`src/pic_pkg.sv`:
```
// shared constants and types for the priority interrupt controller link
// Contract
// - first init word at 020h, bit4 set
// - vector init word follows at 021h
// - acknowledge drives type top, level bottom
// - cascade word skipped in single mode
// - options word: auto end, nested bits
// - role bit honoured only when buffered
// - mask word at 021h, one inhibits
// - end-of-service word: rotate, specific, level (the device ignores the rotate bit)
// - readback word: poll and register select
// - readback select needs readback enable
// - special mask needs its enable
package pic_pkg;
   // ----------------------------------------
   // port addresses and field positions
   // ----------------------------------------
   localparam logic [7:0] addr_low = 8'h20;
   localparam logic [7:0] addr_high = 8'h21;
   localparam int first_flag_bit = 4;
   localparam int first_level_bit = 3;
   localparam int first_interval_bit = 2;
   localparam int first_single_bit = 1;
   localparam int first_need_opt_bit = 0;
   localparam int opt_nested_bit = 4;
   localparam int opt_buffered_bit = 3;
   localparam int opt_master_bit = 2;
   localparam int opt_auto_bit = 1;
   localparam int opt_cpu_bit = 0;
   localparam int eoi_rotate_bit = 7;
   localparam int eoi_specific_bit = 6;
   localparam int eoi_service_bit = 5;
   localparam int rb_sel_bit = 3;
   localparam int rb_smask_en_bit = 6;
   localparam int rb_smask_bit = 5;
   localparam int rb_poll_bit = 2;
   localparam int rb_enable_bit = 1;
   localparam int rb_select_bit = 0;
   localparam logic [7:0] mask_reset = 8'hff;
   localparam logic [7:0] zero_byte = 8'h00;
   // ----------------------------------------
   // controller register offsets on apb
   // ----------------------------------------
   localparam logic [7:0] reg_cmd = 8'h00;
   localparam logic [7:0] reg_status = 8'h04;
   localparam logic [7:0] reg_rdata = 8'h08;
   localparam int cmd_go_bit = 31;
   localparam int cmd_read_bit = 30;
   localparam int cmd_addr_bit = 8;
   // ----------------------------------------
   // states
   // ----------------------------------------
   typedef enum logic [3:0] {
      init_idle = 4'b0001,
      init_vector = 4'b0010,
      init_cascade = 4'b0100,
      init_options = 4'b1000
   } init_state_e;
   typedef enum logic [2:0] {
      host_idle = 3'b001,
      host_strobe = 3'b010,
      host_done = 3'b100
   } host_state_e;
endpackage

```
`src/pic_link_if.sv`:
```
// link between processor end and interrupt controller end
`timescale 1ns/1ps
interface pic_link_if;
   logic wr_stb;
   logic rd_stb;
   logic addr_hi;
   logic [7:0] wdata;
   logic [7:0] rdata;
   logic ack_stb;
   logic [7:0] vector;
   logic vector_valid;
   logic int_req;
   modport device (input wr_stb, input rd_stb, input addr_hi, input wdata, input ack_stb,
      output rdata, output vector, output vector_valid, output int_req);
   modport host (output wr_stb, output rd_stb, output addr_hi, output wdata, output ack_stb,
      input rdata, input vector, input vector_valid, input int_req);
endinterface

```
`src/pic_device.sv`:
```
// eight-level priority interrupt controller end
`timescale 1ns/1ps
module pic_device
   import pic_pkg::*;
(
   // clock and reset
   input wire logic pclk,
   input wire logic presetn,
   // link
   pic_link_if.device link,
   // request lines
   input wire logic [7:0] irq_in,
   // mode view
   output logic level_mode,
   output logic nested_mode,
   output logic master_role,
   output logic special_mask_state
);
   // ----------------------------------------
   // helpers
   // ----------------------------------------
   function automatic logic [2:0] lowest_set(input logic [7:0] v);
      logic [2:0] r;
      r = 3'd0;
      for (int i = 7; i >= 0; i--) begin
         if (v[i]) begin
            r = 3'(i);
         end
      end
      return r;
   endfunction
   function automatic logic [7:0] onehot(input logic [2:0] l);
      return 8'h01 << l;
   endfunction
   // ----------------------------------------
   // state
   // ----------------------------------------
   init_state_e st_reg, st_next;
   logic [7:0] first_reg, first_next;
   logic [7:0] vec_reg, vec_next;
   logic [7:0] opt_reg, opt_next;
   logic [7:0] mask_reg, mask_next;
   logic [7:0] irr_reg, irr_next;
   logic [7:0] isr_reg, isr_next;
   logic [7:0] prev_reg, prev_next;
   logic sel_reg, sel_next;
   logic poll_reg, poll_next;
   logic smm_reg, smm_next;
   logic [7:0] rdata_next, vector_next;
   logic vvalid_next, int_next;
   logic [7:0] pend, d, fresh;
   logic [2:0] lvl;
   always_comb begin
      st_next = st_reg;
      first_next = first_reg;
      vec_next = vec_reg;
      opt_next = opt_reg;
      mask_next = mask_reg;
      isr_next = isr_reg;
      sel_next = sel_reg;
      poll_next = poll_reg;
      smm_next = smm_reg;
      d = link.wdata;
      prev_next = irq_in;
      // ----------------------------------------
      // request capture, edge or level
      // ----------------------------------------
      fresh = first_reg[first_level_bit] ? irq_in : (irq_in & ~prev_reg);
      irr_next = irr_reg | fresh;
      if (first_reg[first_level_bit]) begin
         irr_next = irr_next & irq_in;
      end
      // ----------------------------------------
      // priority resolution
      // ----------------------------------------
      pend = irr_reg & ~mask_reg;
      if (!smm_reg) begin
         pend = (isr_reg == 8'h00) ? pend : (pend & (onehot(lowest_set(isr_reg)) - 8'h01));
      end else begin
         pend = pend & ~isr_reg;
      end
      lvl = lowest_set(pend);
      vector_next = link.vector;
      vvalid_next = 1'b0;
      rdata_next = link.rdata;
      int_next = (pend != 8'h00);
      // ----------------------------------------
      // command decode
      // ----------------------------------------
      if (link.wr_stb && !link.addr_hi && d[first_flag_bit]) begin
         first_next = d;
         mask_next = zero_byte;
         isr_next = zero_byte;
         irr_next = zero_byte;
         smm_next = 1'b0;
         sel_next = 1'b0;
         opt_next = zero_byte;
         st_next = init_vector;
      end else if (link.wr_stb && link.addr_hi) begin
         case (st_reg)
            init_vector: begin
               vec_next = {d[7:3], 3'b000};
               if (!first_reg[first_single_bit]) begin
                  st_next = init_cascade;
               end else if (first_reg[first_need_opt_bit]) begin
                  st_next = init_options;
               end else begin
                  st_next = init_idle;
               end
            end
            init_cascade: begin
               st_next = first_reg[first_need_opt_bit] ? init_options : init_idle;
            end
            init_options: begin
               opt_next = d;
               st_next = init_idle;
            end
            init_idle: begin
               mask_next = d;
            end
            default: begin
               st_next = init_idle;
            end
         endcase
      end else if (link.wr_stb && !d[rb_sel_bit]) begin
         if (d[eoi_service_bit]) begin
            if (d[eoi_specific_bit]) begin
               isr_next = isr_reg & ~onehot(d[2:0]);
            end else if (isr_reg != 8'h00) begin
               isr_next = isr_reg & ~onehot(lowest_set(isr_reg));
            end
         end
      end else if (link.wr_stb) begin
         if (d[rb_smask_en_bit]) begin
            smm_next = d[rb_smask_bit];
         end
         if (d[rb_enable_bit]) begin
            sel_next = d[rb_select_bit];
         end
         poll_next = d[rb_poll_bit];
      end
      // ----------------------------------------
      // readback
      // ----------------------------------------
      if (link.rd_stb) begin
         if (link.addr_hi) begin
            rdata_next = mask_reg;
         end else if (poll_reg) begin
            rdata_next = {int_next, 4'h0, lvl};
            poll_next = 1'b0;
         end else begin
            rdata_next = sel_reg ? isr_reg : irr_reg;
         end
      end
      // ----------------------------------------
      // acknowledge, a fresh request wins
      // ----------------------------------------
      if (link.ack_stb && pend != 8'h00) begin
         vector_next = {vec_reg[7:3], lvl};
         vvalid_next = 1'b1;
         irr_next = irr_next & ~(onehot(lvl) & ~fresh);
         if (!opt_reg[opt_auto_bit]) begin
            isr_next = isr_next | onehot(lvl);
         end
      end
   end
   // ----------------------------------------
   // registers
   // ----------------------------------------
   always_ff @(posedge pclk or negedge presetn) begin
      if (!presetn) begin
         st_reg <= init_idle;
         first_reg <= zero_byte;
         vec_reg <= zero_byte;
         opt_reg <= zero_byte;
         mask_reg <= mask_reset;
         irr_reg <= zero_byte;
         isr_reg <= zero_byte;
         prev_reg <= zero_byte;
         sel_reg <= 1'b0;
         poll_reg <= 1'b0;
         smm_reg <= 1'b0;
         link.rdata <= zero_byte;
         link.vector <= zero_byte;
         link.vector_valid <= 1'b0;
         link.int_req <= 1'b0;
         level_mode <= 1'b0;
         nested_mode <= 1'b0;
         master_role <= 1'b0;
         special_mask_state <= 1'b0;
      end else begin
         st_reg <= st_next;
         first_reg <= first_next;
         vec_reg <= vec_next;
         opt_reg <= opt_next;
         mask_reg <= mask_next;
         irr_reg <= irr_next;
         isr_reg <= isr_next;
         prev_reg <= prev_next;
         sel_reg <= sel_next;
         poll_reg <= poll_next;
         smm_reg <= smm_next;
         link.rdata <= rdata_next;
         link.vector <= vector_next;
         link.vector_valid <= vvalid_next;
         link.int_req <= int_next;
         level_mode <= first_next[first_level_bit];
         nested_mode <= opt_next[opt_nested_bit];
         master_role <= opt_next[opt_buffered_bit] & opt_next[opt_master_bit];
         special_mask_state <= smm_next;
      end
   end
endmodule // pic_device

```
`src/flat_wrapper.sv`:
```
// flat-port wrapper written by rule: the top's interface ports become plain ports
module pic_device_flat import pic_pkg::*;
  (pclk, presetn, irq_in, level_mode, nested_mode, master_role, special_mask_state, link_wr_stb, link_rd_stb, link_addr_hi, link_wdata, link_ack_stb, link_rdata, link_vector, link_vector_valid, link_int_req);
  pic_link_if link_i ();
  input wire logic pclk;
  input wire logic presetn;
  input wire logic [7:0] irq_in;
  output logic level_mode;
  output logic nested_mode;
  output logic master_role;
  output logic special_mask_state;
  input wire logic [$bits(link_i.wr_stb)-1:0] link_wr_stb;
  input wire logic [$bits(link_i.rd_stb)-1:0] link_rd_stb;
  input wire logic [$bits(link_i.addr_hi)-1:0] link_addr_hi;
  input wire logic [$bits(link_i.wdata)-1:0] link_wdata;
  input wire logic [$bits(link_i.ack_stb)-1:0] link_ack_stb;
  output wire logic [$bits(link_i.rdata)-1:0] link_rdata;
  output wire logic [$bits(link_i.vector)-1:0] link_vector;
  output wire logic [$bits(link_i.vector_valid)-1:0] link_vector_valid;
  output wire logic [$bits(link_i.int_req)-1:0] link_int_req;
  assign link_i.wr_stb = link_wr_stb;
  assign link_i.rd_stb = link_rd_stb;
  assign link_i.addr_hi = link_addr_hi;
  assign link_i.wdata = link_wdata;
  assign link_i.ack_stb = link_ack_stb;
  assign link_rdata = link_i.rdata;
  assign link_vector = link_i.vector;
  assign link_vector_valid = link_i.vector_valid;
  assign link_int_req = link_i.int_req;
  pic_device u_core (.pclk(pclk), .presetn(presetn), .link(link_i), .irq_in(irq_in), .level_mode(level_mode), .nested_mode(nested_mode), .master_role(master_role), .special_mask_state(special_mask_state));
endmodule
```
`config.mk`:
```
export PLATFORM = sky130hd
export DESIGN_NAME = pic_device_flat
export DESIGN_NICKNAME = d
export VERILOG_FILES = /design/src/pic_pkg.sv /design/src/pic_link_if.sv /design/src/pic_device.sv /design/src/flat_wrapper.sv
export SDC_FILE = /design/constraint.sdc
export NUM_CORES = 1
export LEC_CHECK = 0
export CAP_MARGIN = 10
export CORE_UTILIZATION = 39
export CTS_CLUSTER_DIAMETER = 40
export CTS_CLUSTER_SIZE = 10
export DETAILED_ROUTE_END_ITERATION = 8
export DONT_BUFFER_PORTS = 1
export PLACE_DENSITY = 0.59
export SYNTH_ARGS = -nofsm -noshare
export SYNTH_HDL_FRONTEND = slang
export SYNTH_SLANG_ARGS = --single-unit
```
`constraint.sdc`:
```
create_clock -name pclk -period 3.35 [get_ports pclk]
set_clock_uncertainty 0.2 [all_clocks]
set_input_delay 0.335 -clock pclk [delete_from_list [all_inputs] [get_ports pclk]]
set_output_delay 0.335 -clock pclk [all_outputs]
set_load 0.005 [all_outputs]
```
Yosys cells after proc, flatten, opt, wreduce, memory -nomap -nowiden
Index checks and enable logic that the tools add are counted.
{ "classes": {"n_mux": 69, "n_reduce_logical": 22, "n_bitwise": 20, "n_addsub": 1, "shift": 4, "n_eq_ne": 7} }
{ "ops": {"columns": ["operator", "n"], "rows": [
  ["8-bit two-way mux", 20],
  ["8-bit bitwise AND", 9],
  ["3-bit two-way mux", 23],
  ["8-bit NOT", 7],
  ["1-bit by 3-bit << shifter with 8-bit output, first input constant", 4],
  ["1-bit two-way mux", 18],
  ["4-bit two-way mux", 4],
  ["8-bit bitwise OR", 2],
  ["8-bit nonzero test", 2],
  ["5-bit two-way mux", 3],
  ["4-bit one-hot mux with 3 select lines", 1],
  ["2-bit nonzero test", 6],
  ["8-bit logical NOT", 1],
  ["4-bit AND reduction", 2],
  ["8-bit by 1-bit subtractor with 8-bit output, second input constant", 1],
  ["2-bit by 1-bit inequality test with 1-bit output, second input constant", 3],
  ["2-bit AND reduction", 3],
  ["1-bit logical AND", 5],
  ["4-bit by 1-bit == test with 1-bit output, second input constant", 1],
  ["4-bit by 2-bit == test with 1-bit output, second input constant", 1],
  ["4-bit by 3-bit == test with 1-bit output, second input constant", 1],
  ["4-bit == test, second input constant", 1],
  ["3-bit AND reduction", 1],
  ["1-bit logical NOT", 2],
  ["other kinds (2)", 2]
]} }
{ "word_totals": {"output_inout_bits": 22, "word_cells": 142, "inputBits": 22, "register_bits": 72} }

Logic depth before layout (Yosys ltp)
{ "depth": {"ltp_word": 27, "ltp_mapped": 15, "ltp_nobuf": 13} }

Worst setup path before layout
Ideal clock, no wire load.
{ "synth_path": {"path_type": "register -> register", "start": "register u_core.isr_reg[4]", "end": "register u_core.link.vector[0]", "required_time_ps": 3022, "slack_ps": 144, "period_less_slack_ps": 3206, "stages_incl_launch_ff": 13, "arrival_time_ps": 2878, "cell_sequence": "dfrtp_1 > buf_6 > nor4_2 > a31oi_1 > or3_1 > ha_1 > nor3_1 > o21ai_2 > a31oi_1 > nor3b_1 > nand2_1 > nand2_2 > mux2_1"} }
{ "synth_between": {"word_cells_on_any_way": 24, "cone_classes": "add/sub (1); shift (1); mux (16); bitwise (3); reduce/logical (3)"} }
{ "synth_rtl": {"columns": ["item", "line_no", "text"], "rows": [
  ["start, declared", "pic_device.sv:44", "logic [7:0] isr_reg, isr_next;"],
  ["start signal, assigned", "pic_device.sv:178", "isr_reg <= zero_byte;"],
  ["start signal, assigned", "pic_device.sv:198", "isr_reg <= isr_next;"],
  ["3-bit two-way mux (5 in series)", "pic_device.sv:26", "if (v[i]) begin"],
  ["3-bit two-way mux", "pic_device.sv:77", "if (!smm_reg) begin"],
  ["1-bit by 3-bit << shifter with 8-bit output", "pic_device.sv:33", "return 8'h01 << l;"],
  ["8-bit by 1-bit subtractor with 8-bit output", "pic_device.sv:78", "pend = (isr_reg == 8'h00) ? pend : (pend & (onehot(lowest_set(isr_reg)) - 8'h01));"],
  ["8-bit bitwise AND", "pic_device.sv:78", null],
  ["8-bit two-way mux", "pic_device.sv:78", null],
  ["8-bit two-way mux (*)", "pic_device.sv:77", null],
  ["8-bit nonzero test (*)", null, null],
  ["via u_core.int_next", "pic_device.sv:50", "logic vvalid_next, int_next;"],
  ["1-bit logical AND (*)", "pic_device.sv:158", "if (link.ack_stb && pend != 8'h00) begin"],
  ["end signal, assigned", "pic_device.sv:184", "link.vector <= zero_byte;"],
  ["end signal, assigned", "pic_device.sv:204", "link.vector <= vector_next;"],
  ["end, declared", "pic_link_if.sv:14", "output rdata, output vector, output vector_valid, output int_req);"]
]} }
Mark *: on every way through the listed nets, which the timed path passes. The rest lies on a longest branch. The select of a mux whose other input is x is not followed.
A chain may end at the register's enable or synchronous reset.

Final worst setup path
{ "layout_path": {"start": "register u_core.isr_reg[6]", "end": "register u_core.isr_reg[3]"} }
{ "layout_between": {"elab_chain_cells": 25, "word_cells_on_any_way": 46, "cone_classes": "add/sub (1); shift (3); mux (32); bitwise (6); reduce/logical (4)"} }
{ "layout_rtl": {"columns": ["item", "line_no", "text"], "rows": [
  ["3-bit two-way mux (7 in series)", "pic_device.sv:26", null],
  ["3-bit two-way mux, on equally long branches", "pic_device.sv:77, pic_device.sv:129", null],
  ["1-bit by 3-bit << shifter with 8-bit output / 3-bit two-way mux (equally long branches)", "pic_device.sv:33, pic_device.sv:127", null],
  ["8-bit by 1-bit subtractor with 8-bit output / 3-bit two-way mux (equally long branches)", "pic_device.sv:78, pic_device.sv:126", null],
  ["8-bit bitwise AND / 3-bit two-way mux (equally long branches)", "pic_device.sv:78, pic_device.sv:125", null],
  ["8-bit two-way mux / 3-bit two-way mux (equally long branches)", "pic_device.sv:78, pic_device.sv:99", null],
  ["8-bit two-way mux / 3-bit two-way mux (equally long branches)", "pic_device.sv:77, pic_device.sv:90", null],
  ["3-bit two-way mux / 1-bit by 3-bit << shifter with 8-bit output (equally long branches)", "pic_device.sv:26, pic_device.sv:33", null],
  ["[4 not listed]", null, null],
  ["3-bit two-way mux / 8-bit two-way mux (equally long branches)", "pic_device.sv:26, pic_device.sv:126", null],
  ["3-bit two-way mux / 8-bit two-way mux (equally long branches)", "pic_device.sv:26, pic_device.sv:125", null],
  ["3-bit two-way mux / 8-bit two-way mux (equally long branches)", "pic_device.sv:26, pic_device.sv:99", null],
  ["1-bit by 3-bit << shifter with 8-bit output / 8-bit two-way mux (equally long branches)", "pic_device.sv:33, pic_device.sv:90", null],
  ["8-bit bitwise OR", "pic_device.sv:163", "isr_next = isr_next | onehot(lvl);"],
  ["8-bit two-way mux", "pic_device.sv:162", "if (!opt_reg[opt_auto_bit]) begin"],
  ["8-bit two-way mux (*)", "pic_device.sv:158", null],
  ["via u_core.isr_next[3]", "pic_device.sv:44", null]
]} }
Marked as above.

==> results.cfg <==
[critical_path]
required_ns = 3.39
rr_worst_depth = 12
worstReg2RegEnd = u_core.isr_reg[3]$_DFF_PN0_
cp-startpoint = u_core.isr_reg[6]$_DFF_PN0_
cp-end-kind = flip-flop
worstReg2RegStart = u_core.isr_reg[6]$_DFF_PN0_
crit_fanout = 4
cp-start-kind = flip-flop
cp_data_arrival_time_ns = 3.34
timing.reg2reg.setup_slack_ns = 0.05
crit_type = flip-flop to flip-flop

[routing]
drc = 0
drt-pass1-iter-count = 5
wl_per_cell_um = 19.22
route.antenna.remaining_nets = 0
drt_iter0_drc = 277
drt_wl_total_mm = 10.51
avgViaCountPerCell = 5.729
vias = 3134

[pwr]
vdd_ir_drop_max_v = 0.0004294
seqPwrFrac_pct = 32.8
p_clk_share_pct = 17.5
p_total_mw = 3.950
power_leakage_nw = 2.010
internal_power_mw = 2.369
p_sw_mw = 1.582
power.share.switching_pct = 40.04
pwr-share-comb_pct = 49.7
power_density_mw_per_mm2 = 882.4

[hold_path]
hp-start = irq_in[7]
hold_depth = 2
hp-class = input pin to flip-flop
hold_path_end = u_core.irr_reg[7]$_DFF_PN0_

[synthesis]
async_reset_ff_share_pct = 100.0
synth_top_cell_area_share_pct = 41.27
synth.distinct_cells = 61
synthTopCellsByArea = dfrtp_1 41%, dfstp_2 6.4%, o21ai_0 4.5%
synth-seq-area-share_pct = 47.67
yosysTopAreaCell = dfrtp_1
syn_avg_cell_area_um2 = 9.435
yosys_warnings = 0
ys_ff_latch = 70
synth_flop_cell = dfrtp_1
yosysMostFrequentCell = dfrtp_1
synth-edff-count = 0
synth_commonest_cells = 61 x dfrtp_1, 40 x nand2_1, 38 x nor2_1
synth_fp_nets = 415
syn_inst = 392
syn_area_mm2 = 0.003699

[final_layout]
insertedDiodeCount = 0
area_growth_syn_to_layout_pct = 21.04
drive_gt1_share_pct = 19.04
nets = 454

[grt]
grt_usage_pct = 22.12
antenna_found_initial = 0
grt_pass1_vias = 3212
grt_remaining_overflow = 0
grt_first_pass_wirelength_mm = 16.63
grt_max_degree = 71

[placement]
hpwl_mm = 7.198
portBuffers = 0
gp_congestion = 0.9393

[clocking]
cts_inserted_buffers = 9
clk_latency_ns = 0.35
cts.htree.levels = 3
tritoncts = done
numClockSinks = 70
clock_path_buffers = 2
clockRootBuffer = clkbuf_8
path_clk_slew_ns = 0.07

[timing]
tns_ns = 0
fin_crit_ns = 3.302
fmax_mhz = 302.8
slew_headroom_pct = 51.60
rsz0062_at_grt = true
worst_pin_slew_ns = 0.7243
setup_viol = 0
min_period_over_period_pct = 98.58
drv_slew = 0
final-hold-violation-count = 0

[flow_run]
drv_cap = 0

[run_status]
status = finished clean

[die]
die_y_um = 99.39
rows = 35
dieArea_mm2 = 0.009877
ios = 44
core-area_mm2 = 0.009196
die_width_um = 99.39
start_util_pct = 40.22
power by group through the flow:
stage               logic [mW]  registers [mW]  clock network [mW]
floorplan                 1.15            1.21                   0
global placement          1.64            1.29                   0
detailed placement        1.64            1.30                   0
CTS                       1.71            1.28               0.715
global route              2.11            1.33               0.734
finish                    1.96            1.30               0.690
layout make-up:
class	count	area, µm²
clock inverters	5	57.56
repair buffers	51	455.4
well taps	111	138.9
multi-input cells	274	1823
clock buffers	11	141.4
flip-flops and latches	70	1767
inverters	25	93.84
fillers	869	4720
layout by cell type, fill, tap and decap left out, types with 3 or more instances in the layout:
cell,count
a211oi_1,3
a21o_1,4
a21oi_1,18
a22oi_1,4
a31oi_1,9
a32o_1,6
buf_4,29
clkbuf_8,10
dfrtp_1,58
dfrtp_2,3
dfstp_2,9
dlygate4sd3_1,21
inv_1,25
mux2_1,7
mux2_2,4
mux2i_1,15
nand2_1,40
nand2b_1,8
nand3_1,10
nand3b_1,5
nor2_1,37
nor2b_1,5
nor3_1,9
nor3b_1,3
o21ai_0,32
o32ai_1,3
or3_1,3
layer usage:
layer	track usage, %	vias to the layer above	part of all wire (%)
met1	29.22	1512	44
met5	0	-	0
met2	35.26	127	46
met3	5.060	28	7.0
met4	8.710	0	2.6
li1	-	1467	-
what timing repair did:
item                                    CTS  global route
resized for setup                         2            20
setup buffers                             0             4
hold endpoints to repair                111             0
endpoints found under the setup margin   11            26
pin swaps                                 0             6
hold buffers                             22             0
how the worst max path moves through the flow:
stage	depth (start not counted)	endpoint	slack, ns
CTS	11	u_core.isr_reg[3]$_DFF_PN0_	0.04
floorplan	12	u_core.link.vector[0]$_DFFE_PN0P_	0.14
global placement	11	u_core.link.vector[7]$_DFFE_PN0P_	0.005
detailed placement	11	u_core.link.vector[7]$_DFFE_PN0P_	-0.11
finish	12	u_core.isr_reg[3]$_DFF_PN0_	0.05
global route	12	u_core.isr_reg[3]$_DFF_PN0_	-0.07
critical path, cell delays in order, from the launching register on:
cell	delay (ns)
dfrtp_1	0.43
nor4_4	0.33
a31oi_1	0.14
or3_1	0.33
ha_2	0.22
nor2_2	0.12
buf_4	0.14
a221oi_4	0.07
a31oi_4	0.23
nor3b_4	0.26
and2b_2	0.27
and2b_1	0.20
a32o_1	0.23
metrics by stage:
| step | instance area [µm²] | instances | worst slack [ns] | util (%) | hold slack (ns) |
|---|---|---|---|---|---|
| 2_1_floorplan | 3699 | 392 | 0.1441 | - | -0.1606 |
| 3_3_place_gp | 3902 | 505 | 0.004608 | 42.44 | -0.1568 |
| 3_5_place_dp | 3902 | 505 | -0.1138 | 42.44 | -0.1571 |
| 4_1_cts | 4349 | 543 | 0.03742 | 47.29 | 0.009110 |
| 5_1_grt | 4477 | 547 | -0.06581 | 48.68 | 0.04445 |
| 6_report | 4477 | 547 | 0.04771 | 48.68 | 0.02110 |
cells by family after synthesis:
kind of cell | share of synthesized area, %
mux | 7.409
compound gates | 18.61
fa+ha+maj | 0.3382
simple gates | 20.13
buf+inv | 5.852
flops | 47.67
Power figures use the tool's default switching activity.
